`config.mk`:
```
export PLATFORM = sky130hd
export DESIGN_NAME = rcst_core
export DESIGN_NICKNAME = d
export VERILOG_FILES = /design/src/logic/rcst_pkg.sv /design/src/logic/rcst_core.sv
export SDC_FILE = /design/constraint.sdc
export NUM_CORES = 1
export LEC_CHECK = 0
export BUFFER_PORTS_ARGS = -buffer_cell sky130_fd_sc_hd__buf_2
export CORE_ASPECT_RATIO = 1.4
export CORE_MARGIN = 1
export CORE_UTILIZATION = 57
export DETAILED_ROUTE_END_ITERATION = 10
export PLACE_DENSITY_LB_ADDON = 0.25
export REMOVE_ABC_BUFFERS = 1
export SLEW_MARGIN = 20
export SYNTH_ARGS = -nofsm -noshare
export SYNTH_HDL_FRONTEND = slang
export SYNTH_SLANG_ARGS = --single-unit
```
`constraint.sdc`:
```
create_clock -name clk -period 7 [get_ports clk]
set_input_delay 1.4 -clock clk [delete_from_list [all_inputs] [get_ports clk]]
set_output_delay 1.4 -clock clk [all_outputs]
set_load 0.03 [all_outputs]
```
`src/logic/rcst_pkg.sv`:
```
// constants and types for reset-cause tracking and start-up timing
// Contract
// - power status bit 0 is the brown-out flag, cleared by every brown-out reset.
// - with brown-out detection off the brown-out flag has no meaning.
// - power status bit 1 is the power-on flag, cleared only by power-on reset.
// - crystal modes power-up wait 72 ms plus 1024 periods, or 1024 with timer off; the code runs the 72 ms timer only while powerup_timer_enable is low.
// - RC waits 72 ms on timed power-up and brown-out; crystal brown-out 72ms+1024. The code times power-up when powerup_timer_enable is low.
// - power-on reset sets both time-out and power-down bits.
// - flag pairs encode brown-out, watchdog reset and watchdog wake-up causes.
// - pin reset running leaves bits; in sleep or irq wake gives time-out 1, power-down 0.
// - resets load PC 000h; wake-ups go to PC+1, or 0004h for enabled irq.
// - status patterns for power-on, pin reset running and pin reset in sleep.
// - sleep clears watchdog and prescaler, sets time-out, clears power-down, stops osc.
package rcst_pkg;
    localparam int CLK_HZ = 25_000_000;
    localparam int PWRT_MS = 72;
    localparam int PWRT_CYCLES = PWRT_MS * (CLK_HZ / 1000);
    localparam int OST_CYCLES = 1024;
    localparam int PC_W = 13;
    // register indices on the plain port
    localparam logic [1:0] ADDR_PWRSTAT = 2'h0;
    localparam logic [1:0] ADDR_EVSTAT = 2'h1;
    localparam logic [1:0] ADDR_EVMASK = 2'h2;
    localparam logic [1:0] ADDR_CORESTAT = 2'h3;
    localparam int BIT_BROWN = 0;
    localparam int BIT_POR = 1;
    localparam int BIT_TIMEOUT = 4;
    localparam int BIT_PWRDN = 3;
    // event bits of the sticky status register
    localparam int EV_BROWN = 0;
    localparam int EV_EXT = 1;
    localparam int EV_WDOG = 2;
    localparam int EV_WWAKE = 3;
    localparam int EV_IWAKE = 4;
    localparam int EV_N = 5;
    // status register load patterns: mask of loaded bits, and their values
    localparam logic [7:0] MSK_POR = 8'hF8;
    localparam logic [7:0] VAL_POR = 8'h18;
    localparam logic [7:0] MSK_EXTRUN = 8'hE0;
    localparam logic [7:0] VAL_EXTRUN = 8'h00;
    localparam logic [7:0] MSK_EXTSLP = 8'hF8;
    localparam logic [7:0] VAL_EXTSLP = 8'h10;
    localparam logic [7:0] MSK_WDOG = 8'hF8;
    localparam logic [7:0] VAL_WDOG = 8'h08;
    localparam logic [7:0] MSK_WAKE = 8'h18;
    localparam logic [7:0] VAL_WWAKE = 8'h00;
    localparam logic [7:0] VAL_IWAKE = 8'h10;
    localparam logic [7:0] MSK_BROWN = 8'hF8;
    localparam logic [7:0] VAL_BROWN = 8'h18;
    localparam logic [PC_W-1:0] PC_RESET = 13'h0000;
    localparam logic [PC_W-1:0] PC_IRQ = 13'h0004;
    typedef enum logic [1:0] {OSC_SLOW, OSC_XTAL, OSC_FAST, OSC_RC} rcst_osc_t;
    typedef struct packed {
        logic valid;
        logic [7:0] mask;
        logic [7:0] value;
    } rcst_stat_load_t;
endpackage

```
`src/logic/rcst_core.sv`:
```
// reset-cause flags, start-up delays and sleep control for the core
//
// The address map and the address-and-strobe port were left to the implementer.
`timescale 1ns/1ps
module rcst_core #(
    parameter int PWRT_CYCLES = rcst_pkg::PWRT_CYCLES,
    parameter int OST_CYCLES = rcst_pkg::OST_CYCLES
) (
    // clock and reset
    input wire logic clk,
    input wire logic rst_n,
    // reset sources from pins and analog blocks
    input wire logic porReq,
    input wire logic brownReq,
    input wire logic external_reset_pin_n,
    input wire logic watchdogTimeout,
    // core side, same clock
    input wire logic sleepExec,
    input wire logic irqWake,
    input wire logic global_irq_enable,
    input wire logic [rcst_pkg::PC_W-1:0] pcPlusOne,
    // configuration
    input wire rcst_pkg::rcst_osc_t oscMode,
    input wire logic powerup_timer_enable,
    input wire logic brownoutEnable,
    // register port
    input wire logic [1:0] regAddr,
    input wire logic [7:0] regWdata,
    input wire logic regWr,
    input wire logic regRd,
    output logic [7:0] regRdata,
    // core control
    output logic coreRun,
    output logic oscRun,
    output logic pcLoad,
    output logic [rcst_pkg::PC_W-1:0] pcValue,
    output rcst_pkg::rcst_stat_load_t statusLoad,
    output logic watchdogClear,
    output logic timeout_status_bit,
    output logic power_down_flag,
    output logic irq
);
    localparam int CW = $clog2(PWRT_CYCLES + OST_CYCLES + 1);

    initial begin
        if (PWRT_CYCLES < 1 || OST_CYCLES < 1) begin
            $error("start-up counts must be at least one cycle");
        end
    end

    typedef enum logic [1:0] {S_RUN, S_SLEEP, S_PWRT, S_OST} rcst_state_t;
    typedef enum logic [2:0] {C_NONE, C_POR, C_BROWN, C_EXT, C_WDOG, C_WWAKE,
        C_IWAKE} rcst_cause_t;

    logic [3:0] syncA;
    logic [3:0] syncB;
    logic [3:0] syncPrev;
    rcst_state_t state;
    rcst_state_t next_state;
    rcst_cause_t cause;
    logic ostAfter;
    logic next_ostAfter;
    logic [CW-1:0] cnt;
    logic [CW-1:0] next_cnt;
    logic [1:0] power_status_reg;
    logic [rcst_pkg::EV_N-1:0] evStat;
    logic [rcst_pkg::EV_N-1:0] evMask;
    logic [rcst_pkg::EV_N-1:0] evSet;
    logic porEv;
    logic brownEv;
    logic extEv;
    logic wdogEv;
    logic crystal;

    // pin inputs pass two flops; edges compare the second stage with a third flop
    always_ff @(posedge clk or negedge rst_n) begin
        if (!rst_n) begin
            syncA <= 4'h0;
            syncB <= 4'h0;
            syncPrev <= 4'h0;
        end else begin
            syncA <= {watchdogTimeout, ~external_reset_pin_n, brownReq, porReq};
            syncB <= syncA;
            syncPrev <= syncB;
        end
    end

    // rising edges of the synchronised requests
    assign porEv = syncB[0] & ~syncPrev[0];
    assign brownEv = syncB[1] & ~syncPrev[1] & brownoutEnable;
    assign extEv = syncB[2] & ~syncPrev[2];
    assign wdogEv = syncB[3] & ~syncPrev[3];
    assign crystal = (oscMode != rcst_pkg::OSC_RC);

    // cause priority: power-on, brown-out, pin, watchdog, then wake-ups
    always_comb begin
        cause = C_NONE;
        if (porEv) begin
            cause = C_POR;
        end else if (brownEv) begin
            cause = C_BROWN;
        end else if (extEv) begin
            cause = C_EXT;
        end else if (wdogEv) begin
            cause = (state == S_SLEEP) ? C_WWAKE : C_WDOG;
        end else if (irqWake && state == S_SLEEP) begin
            cause = C_IWAKE;
        end
    end

    // start-up delay selection per cause and oscillator mode
    always_comb begin
        next_state = state;
        next_ostAfter = ostAfter;
        next_cnt = (cnt != '0) ? cnt - 1'b1 : cnt;
        case (cause)
            C_POR: begin
                next_ostAfter = crystal;
                if (!powerup_timer_enable) begin
                    next_state = S_PWRT;
                    next_cnt = CW'(PWRT_CYCLES - 1);
                end else if (crystal) begin
                    next_state = S_OST;
                    next_cnt = CW'(OST_CYCLES - 1);
                end else begin
                    next_state = S_RUN;
                end
            end
            C_BROWN: begin
                next_state = S_PWRT;
                next_ostAfter = crystal;
                next_cnt = CW'(PWRT_CYCLES - 1);
            end
            C_EXT, C_WDOG: begin
                next_state = S_RUN;
            end
            C_WWAKE, C_IWAKE: begin
                next_ostAfter = 1'b0;
                if (crystal) begin
                    next_state = S_OST;
                    next_cnt = CW'(OST_CYCLES - 1);
                end else begin
                    next_state = S_RUN;
                end
            end
            default: begin
                case (state)
                    S_RUN: begin
                        if (sleepExec) begin
                            next_state = S_SLEEP;
                        end
                    end
                    S_PWRT: begin
                        if (cnt == '0) begin
                            next_state = ostAfter ? S_OST : S_RUN;
                            next_cnt = ostAfter ? CW'(OST_CYCLES - 1) : '0;
                        end
                    end
                    S_OST: begin
                        if (cnt == '0) begin
                            next_state = S_RUN;
                        end
                    end
                    default: begin
                        next_state = state;
                    end
                endcase
            end
        endcase
    end

    // sequencer state, counter and run controls
    always_ff @(posedge clk or negedge rst_n) begin
        if (!rst_n) begin
            state <= S_RUN;
            ostAfter <= 1'b0;
            cnt <= '0;
            coreRun <= 1'b1;
            oscRun <= 1'b1;
        end else begin
            state <= next_state;
            ostAfter <= next_ostAfter;
            cnt <= next_cnt;
            coreRun <= (next_state == S_RUN);
            oscRun <= (next_state != S_SLEEP);
        end
    end

    // program counter and status register loads, one-cycle pulses
    always_ff @(posedge clk or negedge rst_n) begin
        if (!rst_n) begin
            pcLoad <= 1'b0;
            pcValue <= rcst_pkg::PC_RESET;
            statusLoad <= '0;
        end else begin
            pcLoad <= (cause != C_NONE);
            statusLoad.valid <= (cause != C_NONE);
            pcValue <= rcst_pkg::PC_RESET;
            statusLoad.mask <= 8'h00;
            statusLoad.value <= 8'h00;
            case (cause)
                C_POR: begin
                    statusLoad.mask <= rcst_pkg::MSK_POR;
                    statusLoad.value <= rcst_pkg::VAL_POR;
                end
                C_BROWN: begin
                    statusLoad.mask <= rcst_pkg::MSK_BROWN;
                    statusLoad.value <= rcst_pkg::VAL_BROWN;
                end
                C_EXT: begin
                    if (state == S_SLEEP) begin
                        statusLoad.mask <= rcst_pkg::MSK_EXTSLP;
                        statusLoad.value <= rcst_pkg::VAL_EXTSLP;
                    end else begin
                        statusLoad.mask <= rcst_pkg::MSK_EXTRUN;
                        statusLoad.value <= rcst_pkg::VAL_EXTRUN;
                    end
                end
                C_WDOG: begin
                    statusLoad.mask <= rcst_pkg::MSK_WDOG;
                    statusLoad.value <= rcst_pkg::VAL_WDOG;
                end
                C_WWAKE: begin
                    pcValue <= pcPlusOne;
                    statusLoad.mask <= rcst_pkg::MSK_WAKE;
                    statusLoad.value <= rcst_pkg::VAL_WWAKE;
                end
                C_IWAKE: begin
                    pcValue <= global_irq_enable ? rcst_pkg::PC_IRQ : pcPlusOne;
                    statusLoad.mask <= rcst_pkg::MSK_WAKE;
                    statusLoad.value <= rcst_pkg::VAL_IWAKE;
                end
                default: begin
                    pcValue <= rcst_pkg::PC_RESET;
                end
            endcase
        end
    end

    // time-out and power-down bits; the load patterns put them at 4 and 3
    always_ff @(posedge clk or negedge rst_n) begin
        if (!rst_n) begin
            timeout_status_bit <= 1'b1;
            power_down_flag <= 1'b1;
            watchdogClear <= 1'b0;
        end else begin
            watchdogClear <= (cause == C_NONE) && (state == S_RUN) && sleepExec;
            case (cause)
                C_POR, C_BROWN: begin
                    timeout_status_bit <= 1'b1;
                    power_down_flag <= 1'b1;
                end
                C_WDOG: begin
                    timeout_status_bit <= 1'b0;
                    power_down_flag <= 1'b1;
                end
                C_WWAKE: begin
                    timeout_status_bit <= 1'b0;
                    power_down_flag <= 1'b0;
                end
                C_EXT, C_IWAKE: begin
                    if (state == S_SLEEP) begin
                        timeout_status_bit <= 1'b1;
                        power_down_flag <= 1'b0;
                    end
                end
                default: begin
                    if (state == S_RUN && sleepExec) begin
                        timeout_status_bit <= 1'b1;
                        power_down_flag <= 1'b0;
                    end
                end
            endcase
        end
    end

    // power status flags: hardware clear beats a software write
    always_ff @(posedge clk or negedge rst_n) begin
        if (!rst_n) begin
            power_status_reg <= 2'h0;
        end else begin
            if (regWr && regAddr == rcst_pkg::ADDR_PWRSTAT) begin
                power_status_reg <= regWdata[1:0];
            end
            if (cause == C_POR) begin
                power_status_reg[rcst_pkg::BIT_POR] <= 1'b0;
            end
            if (brownEv) begin
                power_status_reg[rcst_pkg::BIT_BROWN] <= 1'b0;
            end
        end
    end

    // sticky event bits, write one to clear, a new event wins
    always_comb begin
        evSet = '0;
        evSet[rcst_pkg::EV_BROWN] = (cause == C_BROWN);
        evSet[rcst_pkg::EV_EXT] = (cause == C_EXT);
        evSet[rcst_pkg::EV_WDOG] = (cause == C_WDOG);
        evSet[rcst_pkg::EV_WWAKE] = (cause == C_WWAKE);
        evSet[rcst_pkg::EV_IWAKE] = (cause == C_IWAKE);
    end

    always_ff @(posedge clk or negedge rst_n) begin
        if (!rst_n) begin
            evStat <= '0;
            evMask <= '0;
            irq <= 1'b0;
        end else begin
            if (regWr && regAddr == rcst_pkg::ADDR_EVSTAT) begin
                evStat <= (evStat & ~regWdata[rcst_pkg::EV_N-1:0]) | evSet;
            end else begin
                evStat <= evStat | evSet;
            end
            if (regWr && regAddr == rcst_pkg::ADDR_EVMASK) begin
                evMask <= regWdata[rcst_pkg::EV_N-1:0];
            end
            irq <= |(evStat & evMask);
        end
    end

    // read data one cycle after the strobe, zero otherwise
    always_ff @(posedge clk or negedge rst_n) begin
        if (!rst_n) begin
            regRdata <= 8'h00;
        end else begin
            regRdata <= 8'h00;
            if (regRd) begin
                case (regAddr)
                    rcst_pkg::ADDR_PWRSTAT: regRdata <= {6'h00, power_status_reg};
                    rcst_pkg::ADDR_EVSTAT: regRdata <= {3'h0, evStat};
                    rcst_pkg::ADDR_EVMASK: regRdata <= {3'h0, evMask};
                    rcst_pkg::ADDR_CORESTAT: regRdata <= {3'h0, timeout_status_bit,
                        power_down_flag, 1'b0, state};
                    default: regRdata <= 8'h00;
                endcase
            end
        end
    end
endmodule

```
# == Word level (Yosys, flattened, before mapping) ==
# Cells that the tools add are included.
# classes
eq_ne,15
div_mod_pow,0
reduce_logical,28
add_sub_neg,1
n_mux,38
n_lt_le_gt_ge,0
mul,0
bitwise_logic,15
shift,0
# op_table
operator,count
$mux W21,5
$pmux W21 S4,1
$pmux W16 S5,1
$pmux W8 S4,1
$mux W13,2
$pmux W13 S2,1
$logic_not A21 Y1,1
$reduce_bool A21 Y1,1
$sub A21 B1 Y21 const B,1
$mux W3,5
$mux W2,7
$and A5 B5 Y5,2
$mux W10,1
$or A5 B5 Y5,2
$reduce_or A2 Y1,5
$eq A3 B3 Y1 const B,3
$eq A2 B2 Y1 const B,4
$mux W8,1
$pmux W2 S4,1
$reduce_bool A4 Y1,2
$logic_and A1 B1 Y1,7
$mux W1,7
$eq A3 B2 Y1 const B,2
$logic_not A2 Y1,3
17 further kinds,31
# totals
mem_count,0
latchBits,0
reg_bits,92
romBits,0
out_inout_bits,45
mem_bits_rw,0
word_cells,118

# == Depth between registers and ports, before layout ==
# Gate-level depths: netlist of run 1.
# logic_depth
ltp_word,11
ltp_mapped,8
mapped_depth_nobuf,8

# == Worst setup path after synthesis of run 1 ==
# Ideal clock, no wire load.
# synth_timing
path_kind,in2reg
start,input brownoutEnable
end,register cnt[0]
setup_time_ps,124
cell_stages,8
required_ps,6876
arrival_ps,2700
path_slack_ps,4176
n_path_buf,1
cell_sequence,and3b_1 -> nor2_1 -> and2_1 -> clkbuf_1 -> inv_1 -> nand3_1 -> o31ai_4 -> o31a_1
# synth_via
elab_chain_cells,6
# synth_rtl
item,line_no,source
"start, declared",rcst_core.sv:25,"input wire logic brownoutEnable,"
$and A1 B1 Y1 *,rcst_core.sv:90,assign brownEv = syncB[1] & ~syncPrev[1] & brownoutEnable;
$mux W3 *,rcst_core.sv:100,end else if (brownEv) begin
$mux W3 *,rcst_core.sv:98,if (porEv) begin
$eq A3 B3 Y1 or $eq A3 B2 Y1 (tied branches),rcst_core.sv:116,case (cause)
$reduce_or A2 Y1 (on tied branches),-,
$pmux W21 S4 *,rcst_core.sv:116,
via next_cnt[0],rcst_core.sv:64,logic [CW-1:0] next_cnt;
"end signal, assigned",rcst_core.sv:183,cnt <= next_cnt;
"end, declared",rcst_core.sv:63,logic [CW-1:0] cnt;
# The timed path passes the listed nets; every way through them passes the cells marked *.
# A chain may end at the register's enable or synchronous reset.

# == Final worst setup path of run 1 ==
# layout_timing
start,input brownoutEnable
end,register pcValue[3] (netlist bit)
# layout_via
elab_chain_cells,5
# layout_rtl
item,line_no,source
$and A1 B1 Y1 *,rcst_core.sv:90,
$mux W3 *,rcst_core.sv:100,
$mux W3 *,rcst_core.sv:98,
$eq A3 B3 Y1,rcst_core.sv:201,case (cause)
$pmux W13 S2 *,rcst_core.sv:201,
"end signal, assigned",rcst_core.sv:193,pcValue <= rcst_pkg::PC_RESET;
"end signal, assigned",rcst_core.sv:198,pcValue <= rcst_pkg::PC_RESET;
"end signal, assigned",rcst_core.sv:224,pcValue <= pcPlusOne;
"end, declared",rcst_core.sv:36,"output logic [rcst_pkg::PC_W-1:0] pcValue,"
# Every way passes the cells marked *; elsewhere a longest branch is shown, timed or not.

==> results of run 1 <==
==> report_power, final <==
| part | switching (mW) | leakage [nW] | internal, mW | total, mW |
|---|---|---|---|---|
| logic | 0.129 | 0.835 | 0.0760 | 0.205 |
| registers | 0.0418 | 0.942 | 0.497 | 0.539 |
| clock network | 0.155 | 0.115 | 0.238 | 0.393 |
==> synth_stat cells, types with 3 or more instances <==
master / instances / area (µm²)
or3_1: 8 / 50.05
xnor2_1: 8 / 70.07
nand2b_1: 11 / 68.82
nor2b_1: 10 / 62.56
clkbuf_1: 6 / 22.52
buf_4: 16 / 120.1
a211oi_1: 4 / 30.03
dfrtp_1: 73 / 1827
inv_1: 6 / 22.52
and2_1: 16 / 100.1
nor2_1: 26 / 97.59
nor3_1: 9 / 45.04
dfstp_2: 4 / 105.1
a31oi_1: 5 / 31.28
nor4_1: 4 / 25.02
xor2_1: 3 / 26.28
a21oi_1: 14 / 70.07
nand3_1: 3 / 15.01
nand2_1: 29 / 108.9
a22oi_1: 4 / 30.03
mux2_2: 7 / 78.83
o21ai_0: 26 / 130.1
==> metal layers <==
metal / GRT usage / routed length (µm) / vias up
met4: 0.1181 / 199 / 0
met3: 0.05435 / 247 / 17
li1: - / - / 1268
met5: 0 / 0 / -
met1: 0.2790 / 2963 / 1298
met2: 0.4461 / 4133 / 74
==> final timing paths <==
path                            cells past startpoint               endpoint
worst max-delay path                                7   pcValue[3]$_DFF_PN0_
min in group asynchronous                           1  evMask[3]$_DFFE_PN0P_
worst max register to register                      6      cnt[17]$_DFF_PN0_
worst min register to register                      0     syncB[3]$_DFF_PN0_
worst min-delay path                                0     syncB[3]$_DFF_PN0_
max in group asynchronous                           1      cnt[14]$_DFF_PN0_
==> through the flow <==
step,cells,power (mW),utilization,setup slack (ns)
after floorplan,321,0.6762,-,4.278
final,474,1.137,0.6898,4.060
after global placement,458,0.7403,0.6501,3.781
after CTS,474,1.142,0.6898,4.035
after detailed placement,458,0.7475,0.6501,3.679
after global routing,474,1.187,0.6898,3.886
==> area by class of cell <==
| cell class | count | area, µm² | area share |
|---|---|---|---|
| clock inverter | 4 | 98.84 | 0.02427 |
| tap | 70 | 87.58 | 0.02151 |
| sequential | 77 | 1932 | 0.4743 |
| timing repair buffer | 67 | 337.8 | 0.08295 |
| clock buffer | 12 | 135.1 | 0.03318 |
| multi-input combinational | 238 | 1459 | 0.3582 |
| inverter | 6 | 22.52 | 0.005530 |
==> critical path: stages <==
cell      delay [ns]
buf_2           0.09
and3b_1         0.23
nand2b_1        0.29
nor2_1          0.26
nand2_1         0.13
a21oi_1         0.59
and2_1          0.22
==> cell families (layout without fill, tap and decap cells) <==
| kind of cell | count (synthesis) | count (layout) | share of synthesized area |
|---|---|---|---|
| adders and majority gates | 2 | 2 | 0.007109 |
| buffers and inverters | 29 | 89 | 0.04835 |
| other | 1 | 12 | 0.001065 |
| DFF | 77 | 77 | 0.5489 |
| xor gates and xnor gates | 11 | 11 | 0.02738 |
| and+or+nand+nor | 133 | 133 | 0.2023 |
| AOI/OAI and AO/OA | 68 | 68 | 0.1198 |
| muxes | 12 | 12 | 0.04515 |
==> results_dict.tcl, run 1 <==
set metrics [dict create \
    outcome "finished, final reports clean" \
    most-common-layout-cells "73 x dfrtp_1, 66 x buf_2, 29 x nand2_1" \
    final_net_count 439 \
    fin_setup_tns_ns 0 \
    clkTransAtPathRegs_ns 0.09 \
    synth_seq_cells 77 \
    worst_setup_path_start_kind "primary input" \
    max_ffs_per_register 21 \
    pin_count_of_the_biggest_net_entering_global_routing 78 \
    worstHoldStart "syncA[3]$_DFF_PN0_" \
    cts-hold-fix-buffers 0 \
    timing_worst_slew_pin_value_ns 0.9615 \
    worst_hold_path_type "reg -> reg" \
    postRouteWirelength_um 7544 \
    min_period_ns 2.940 \
    layout.cells.most_common "dfrtp_1" \
    h-tree-depth 3 \
    post-route-cell-area_um2 4073 \
    achievable-frequency_mhz 340.1 \
    wl_per_cell_um 15.92 \
    hold_viol 0 \
    initialDrtViolationCount 135 \
    placedInstanceArea_um2 3839 \
    timing.setup.critical_path_class "in -> reg" \
    area_delta_synth_final_pct 15.71 \
    antenna_left 0 \
    root_buffer "clkbuf_8" \
    clockBufferDepth 2 \
    synth_async_sr_flop_share 1.000 \
    cap_violations 0 \
    number_of_detailed_routing_iterations_run_before_antenna_repair 5 \
    dp.final_hpwl_um 5544 \
    ys_seq_area_frac 0.5489 \
    cts_tree "done" \
    setup-violations-final 0 \
    regToRegSetupSlack_ns 4.18 \
    p_leak_nw 1.892 \
    chipWidth_um 68.41 \
    cts_made_buffers 9 \
    post_route_clock_skew_ns 0.01591 \
    gr-total-overflow 0 \
    worst-endpoint-required_ns 7.28 \
    core_area_um2 5904 \
    ios 83 \
    num_vias 2657 \
    die_h_um 94.98 \
    first_global_vias 2496 \
    register_name_with_the_most_flops "cnt" \
    largestRegisters "cnt (21), pcValue (13)" \
    rsz0062_at_grt "no" \
    worst-endpoint-arrival_ns 3.23 \
    power_per_cell_area_nw_per_um2 279.2 \
    final_max_slew_viol_count 0 \
    critical_path.reg2reg.startpoint "cnt[5]$_DFF_PN0_" \
    timing.critical_path.to_type "flop" \
    post_synth_num_cell_types 51 \
    cts_sinks 77 \
    synth-warning-count 0 \
    die_area_um2 6497 \
    post_synth_instance_area_um2 3520 \
    final_layout_size_suffix_gt1_frac 0.2475 \
    cp-startpoint "brownoutEnable" \
    vias_per_cell 5.605 \
    portBuffers 67 \
    fillers 471 \
    clk-insertion-delay-late_ns 0.36 \
    number_of_enable_type_register_cells_in_the_synthesized_netlist 0 \
    syn_inst 333 \
    relSlewSlack 0.3531 \
    fin_worst_hold_slack_ns 0.3459 \
    antennaDiodeCount 0 \
    avgSynthCellArea_um2 10.57 \
    synth_top_flop_cell "dfrtp_1" \
    power.ir.vdd_worst_mv 0.1667 \
    rows 33 \
    post_cts_buffers 0 \
    global_route_wire_length_before_repair_um 11630 \
    antenna_found_initial 0 \
    drcViolationCount 0 \
    post_cts_resized 0 \
    start_util 0.5961 \
    grtUsageTotal 0.2526 \
    final_min_period_over_clock_period 0.4200 \
    final_replace_weighted_congestion 0.9838 \
    crit_path_max_fanout 12 \
]
(Power assumes the default switching activity.)
==> run 2: changes to the inputs <==
--- a/config.mk
+++ b/config.mk
@@ -8,7 +8,7 @@
 export BUFFER_PORTS_ARGS = -buffer_cell sky130_fd_sc_hd__buf_2
 export CORE_ASPECT_RATIO = 1.4
 export CORE_MARGIN = 1
-export CORE_UTILIZATION = 57
+export CORE_UTILIZATION = 53
 export DETAILED_ROUTE_END_ITERATION = 10
 export PLACE_DENSITY_LB_ADDON = 0.25
 export REMOVE_ABC_BUFFERS = 1
==> constraint.sdc (replaced) <==
create_clock -name clk -period 2.75 [get_ports clk]
set_input_delay 0.55 -clock clk [delete_from_list [all_inputs] [get_ports clk]]
set_output_delay 0.55 -clock clk [all_outputs]
set_load 0.03 [all_outputs]
==> results_dict.tcl, run 2 (synthesized netlist as in run 1, its figures left out) <==
set metrics [dict create \
    chipWidth_um 70.87 \
    post_cts_resized 0 \
    worst_setup_path_start_kind "flop" \
    ios 83 \
    cts_sinks 77 \
    timing.setup.critical_path_class "reg -> reg" \
    fillers 558 \
    h-tree-depth 3 \
    area_delta_synth_final_pct 16.60 \
    timing.critical_path.to_type "flop" \
    regToRegSetupSlack_ns 0.21 \
    start_util 0.5590 \
    first_global_vias 2638 \
    worst_hold_path_type "in -> reg" \
    power.net_switching_mw 0.8263 \
    dp.cells 467 \
    worst-endpoint-arrival_ns 2.75 \
    critPathTopFamily "simple AND/OR/NAND/NOR gates" \
    placedInstanceArea_um2 3894 \
    initialDrtViolationCount 177 \
    clkPwrFrac 0.316 \
    global_route_wire_length_before_repair_um 12100 \
    final_max_slew_viol_count 0 \
    largestRegisters "cnt (21), pcValue (13)" \
    clk-insertion-delay-late_ns 0.34 \
    power.ir.vdd_worst_mv 0.3326 \
    cts_made_buffers 9 \
    most-common-layout-cells "73 x dfrtp_1, 66 x buf_2, 29 x nand2_1" \
    power.share.sequential 0.494 \
    timing.critical_path.buf_inv 0 \
    power.internal_mw 1.938 \
    fin_setup_tns_ns 0 \
    root_buffer "clkbuf_8" \
    post-route-cell-area_um2 4104 \
    worst-endpoint-required_ns 2.96 \
    p_leak_nw 1.917 \
    timing_worst_slew_pin_value_ns 0.9238 \
    layout.cells.most_common "dfrtp_1" \
    cp_cell_sequence "or3_1, or4_4, or3_1, o21ai_0, o2bb2ai_1, a31oi_1" \
    cts_tree "done" \
    post_cts_buffers 0 \
    min_period_ns 2.538 \
    final_net_count 446 \
    critical-path-max-stage-delay_ns 0.55 \
    portBuffers 67 \
    dp.final_hpwl_um 5330 \
    core_area_um2 6296 \
    crit_path_max_fanout 8 \
    power.share.switching 0.2989 \
    achievable-frequency_mhz 394.0 \
    postRouteWirelength_um 7187 \
    path_common_cell "or3_1" \
    total_power_mw 2.765 \
    post_route_clock_skew_ns 0.008972 \
    final_min_period_over_clock_period 0.9229 \
    clockBufferDepth 2 \
    antenna_left 0 \
    gr-total-overflow 0 \
    cts-hold-fix-buffers 0 \
    num_vias 2679 \
    final_core_util 0.6518 \
    max_ffs_per_register 21 \
    rsz0062_at_grt "no" \
    relSlewSlack 0.3841 \
    antenna_found_initial 0 \
    number_of_detailed_routing_iterations_run_before_antenna_repair 7 \
    setup-violations-final 0 \
    grtUsageTotal 0.2265 \
    clkTransAtPathRegs_ns 0.08 \
    worst_path_max_delay_cell "or4_4" \
    final_replace_weighted_congestion 0.8709 \
    combinational_share_of_power 0.189 \
    hold_viol 0 \
    die_area_um2 6975 \
    finish.cell_count_without_fillers 483 \
    vias_per_cell 5.547 \
    register_name_with_the_most_flops "cnt" \
    drcViolationCount 0 \
    power_per_cell_area_nw_per_um2 673.7 \
    final_layout_size_suffix_gt1_frac 0.2652 \
    cap_violations 0 \
    antennaDiodeCount 0 \
    rows 34 \
    die_h_um 98.42 \
    pin_count_of_the_biggest_net_entering_global_routing 78 \
    outcome "finished, final reports clean" \
    wl_per_cell_um 14.88 \
]
run 2: cell count changes in the layout (fill, tap and decap cells not counted):
cell	delta
clkbuf_8	+2
bufinv_16	-2
clkinvlp_4	+1
buf_4	+7
clkbuf_1	-2
inv_6	+1
run 2: final timing paths:
check                                   startpoint               endpoint  cells after the start
worst max-delay path              cnt[5]$_DFF_PN0_       cnt[1]$_DFF_PN0_                      6
worst min-delay path               watchdogTimeout     syncA[3]$_DFF_PN0_                      1
worst max register to register    cnt[5]$_DFF_PN0_       cnt[1]$_DFF_PN0_                      6
worst min register to register  syncA[0]$_DFF_PN0_     syncB[0]$_DFF_PN0_                      0
max in group asynchronous                    rst_n      cnt[17]$_DFF_PN0_                      1
min in group asynchronous                    rst_n  evMask[4]$_DFFE_PN0P_                      1
run 2: cell type report:
class | count | area, µm² | share of cell area
Sequential cell | 77 | 1932 | 0.4707
Multi-Input combinational cell | 238 | 1459 | 0.3555
Timing Repair Buffer | 74 | 390.4 | 0.09512
Clock buffer | 12 | 155.1 | 0.03780
Tap cell | 72 | 90.09 | 0.02195
Clock inverter | 4 | 55.05 | 0.01341
Inverter | 6 | 22.52 | 0.005488
run 2: per-layer routing:
layer,routed length (µm),up-vias,share of wire,global-route usage
met2,3838,79,0.53,0.3891
met3,283,19,0.039,0.03170
met1,2846,1299,0.40,0.2674
met5,0,-,0,0
li1,-,1282,-,-
met4,218,0,0.030,0.1369
run 2: through the flow:
step	hold WS [ns]	setup WS [ns]
4_1_cts	0.2943	0.2498
6_report	0.3117	0.2120
2_1_floorplan	0.2544	0.3905
3_3_place_gp	0.3327	0.2672
3_5_place_dp	0.3385	0.2573
5_1_grt	0.2911	0.05360
run 2: power groups by stage:
stage | Clock, mW | Combinational, mW | Sequential [mW]
6_report | 0.874 | 0.523 | 1.37
5_1_grt | 0.949 | 0.579 | 1.39
4_1_cts | 0.898 | 0.524 | 1.36
3_5_place_dp | 0 | 0.522 | 1.39
3_3_place_gp | 0 | 0.512 | 1.38
2_1_floorplan | 0 | 0.287 | 1.43
==> run 3: changes to the inputs <==
--- a/config.mk
+++ b/config.mk
@@ -11,6 +11,7 @@
 export CORE_UTILIZATION = 53
 export DETAILED_ROUTE_END_ITERATION = 10
 export PLACE_DENSITY_LB_ADDON = 0.25
+export RECOVER_POWER = 100
 export REMOVE_ABC_BUFFERS = 1
 export SLEW_MARGIN = 20
 export SYNTH_ARGS = -nofsm -noshare
==> results_dict.tcl, run 3 (synthesized netlist as in run 1, its figures left out) <==
set metrics [dict create \
    cap_violations 1 \
    timing.critical_path.to_type "flop" \
    die_h_um 98.42 \
    rows 34 \
    wl_per_cell_um 14.91 \
    core_area_um2 6296 \
    power.share.sequential 0.498 \
    dp.cells 467 \
    final_net_count 446 \
    clkPwrFrac 0.319 \
    grtUsageTotal 0.2265 \
    power_per_cell_area_nw_per_um2 682.4 \
    portBuffers 67 \
    fillers 578 \
    cts_made_buffers 9 \
    antennaDiodeCount 0 \
    post_route_clock_skew_ns 0.009446 \
    timing_worst_slew_pin_value_ns 1.815 \
    worst_setup_path_start_kind "flop" \
    most-common-layout-cells "73 x dfrtp_1, 38 x clkbuf_1, 31 x buf_2" \
    relSlewSlack -0.2099 \
    clkTransAtPathRegs_ns 0.08 \
    fin_worst_hold_slack_ns 0.3096 \
    min_period_ns 2.577 \
    hold_viol 0 \
    fin_setup_tns_ns 0 \
    reg2reg_depth 5 \
    clockBufferDepth 2 \
    critical_path.reg2reg.endpoint "cnt[4]$_DFF_PN0_" \
    antenna_left 0 \
    power.internal_mw 1.922 \
    pin_count_of_the_biggest_net_entering_global_routing 78 \
    cts-hold-fix-buffers 0 \
    worst-endpoint-arrival_ns 2.85 \
    dp.final_hpwl_um 5330 \
    worst_hold_path_type "in -> reg" \
    gr-total-overflow 0 \
    clk-insertion-delay-late_ns 0.34 \
    worst_hold_path.num_cells 1 \
    drcViolationCount 0 \
    vias_per_cell 5.493 \
    final_max_slew_viol_count 78 \
    start_util 0.5590 \
    post_cts_buffers 0 \
    initialDrtViolationCount 145 \
    combinational_share_of_power 0.183 \
    achievable-frequency_mhz 388.1 \
    rsz0062_at_grt "no" \
    num_vias 2653 \
    worstSetupEndpoint "cnt[4]$_DFF_PN0_" \
    setup-violations-final 0 \
    p_leak_nw 1.774 \
    area_delta_synth_final_pct 14.40 \
    number_of_detailed_routing_iterations_run_before_antenna_repair 6 \
    global_route_wire_length_before_repair_um 12100 \
    largestRegisters "cnt (21), pcValue (13)" \
    layout.cells.most_common "dfrtp_1" \
    root_buffer "clkbuf_8" \
    max_ffs_per_register 21 \
    ios 83 \
    regToRegSetupSlack_ns 0.17 \
    final_min_period_over_clock_period 0.9370 \
    timing.setup.critical_path_class "reg -> reg" \
    final_replace_weighted_congestion 0.8709 \
    postRouteWirelength_um 7201 \
    finish.cell_count_without_fillers 483 \
    die_area_um2 6975 \
    power.ir.vdd_worst_mv 0.3325 \
    power.share.switching 0.3004 \
    chipWidth_um 70.87 \
    cts_tree "done" \
    first_global_vias 2638 \
    place_ws_ns 0.2573 \
    final_core_util 0.6395 \
    crit_path_max_fanout 8 \
    antenna_found_initial 0 \
    setup_ws_ns 0.1733 \
    cts_sinks 77 \
    worst-endpoint-required_ns 3.02 \
    h-tree-depth 3 \
    cp-startpoint "cnt[5]$_DFF_PN0_" \
    critical_path.reg2reg.startpoint "cnt[5]$_DFF_PN0_" \
    post_cts_resized 0 \
    outcome "complete, but fails checks" \
    power.net_switching_mw 0.8252 \
    register_name_with_the_most_flops "cnt" \
    failed_checks "capacitance limit, slew limit" \
    final_layout_size_suffix_gt1_frac 0.1679 \
]
## run 3: layout make-up
cell class,instances,area (µm²),share of cell area
sequential,77,1932,0.4798
clock buffer,12,155.1,0.03853
tap,72,90.09,0.02237
inverter,6,22.52,0.005594
clock inverter,4,55.05,0.01367
timing repair buffer,74,334.1,0.08297
multi-input combinational,238,1438,0.3571
## run 3: layer usage
layer	global-route usage	vias up	part of all wire	routed length (µm)
li1	-	1278	-	-
met1	0.2674	1280	0.40	2868
met2	0.3891	74	0.53	3823
met3	0.03170	21	0.037	263
met4	0.1369	0	0.034	246
met5	0	-	0	0
## run 3: power groups by stage
stage / clock network, mW / logic [mW] / registers [mW]
2_1_floorplan: 0 / 0.287 / 1.43
3_3_place_gp: 0 / 0.512 / 1.38
3_5_place_dp: 0 / 0.522 / 1.39
4_1_cts: 0.898 / 0.524 / 1.36
5_1_grt: 0.949 / 0.559 / 1.39
6_report: 0.876 / 0.504 / 1.37
## run 3: worst max-delay path, cell delays in order (launching register included)
cell,delay [ns]
dfrtp_1,0.43
or3_1,0.47
or4_1,0.54
or3_1,0.52
o31ai_2,0.38
o21bai_1,0.17
## run 3: worst min-delay path by stage
stage	start	end	slack, ns
floorplan	rst_n	cnt[0]$_DFF_PN0_	0.25
global placement	syncA[3]$_DFF_PN0_	syncB[3]$_DFF_PN0_	0.33
detailed placement	syncA[0]$_DFF_PN0_	syncB[0]$_DFF_PN0_	0.34
CTS	watchdogTimeout	syncA[3]$_DFF_PN0_	0.29
global route	watchdogTimeout	syncA[3]$_DFF_PN0_	0.29
finish	watchdogTimeout	syncA[3]$_DFF_PN0_	0.31
## run 3: per-stage QoR
step / instance area (µm²) / power (mW)
2_1_floorplan: 3413 / 1.721
3_3_place_gp: 3894 / 1.891
3_5_place_dp: 3894 / 1.907
4_1_cts: 4104 / 2.787
5_1_grt: 4026 / 2.894
6_report: 4026 / 2.747
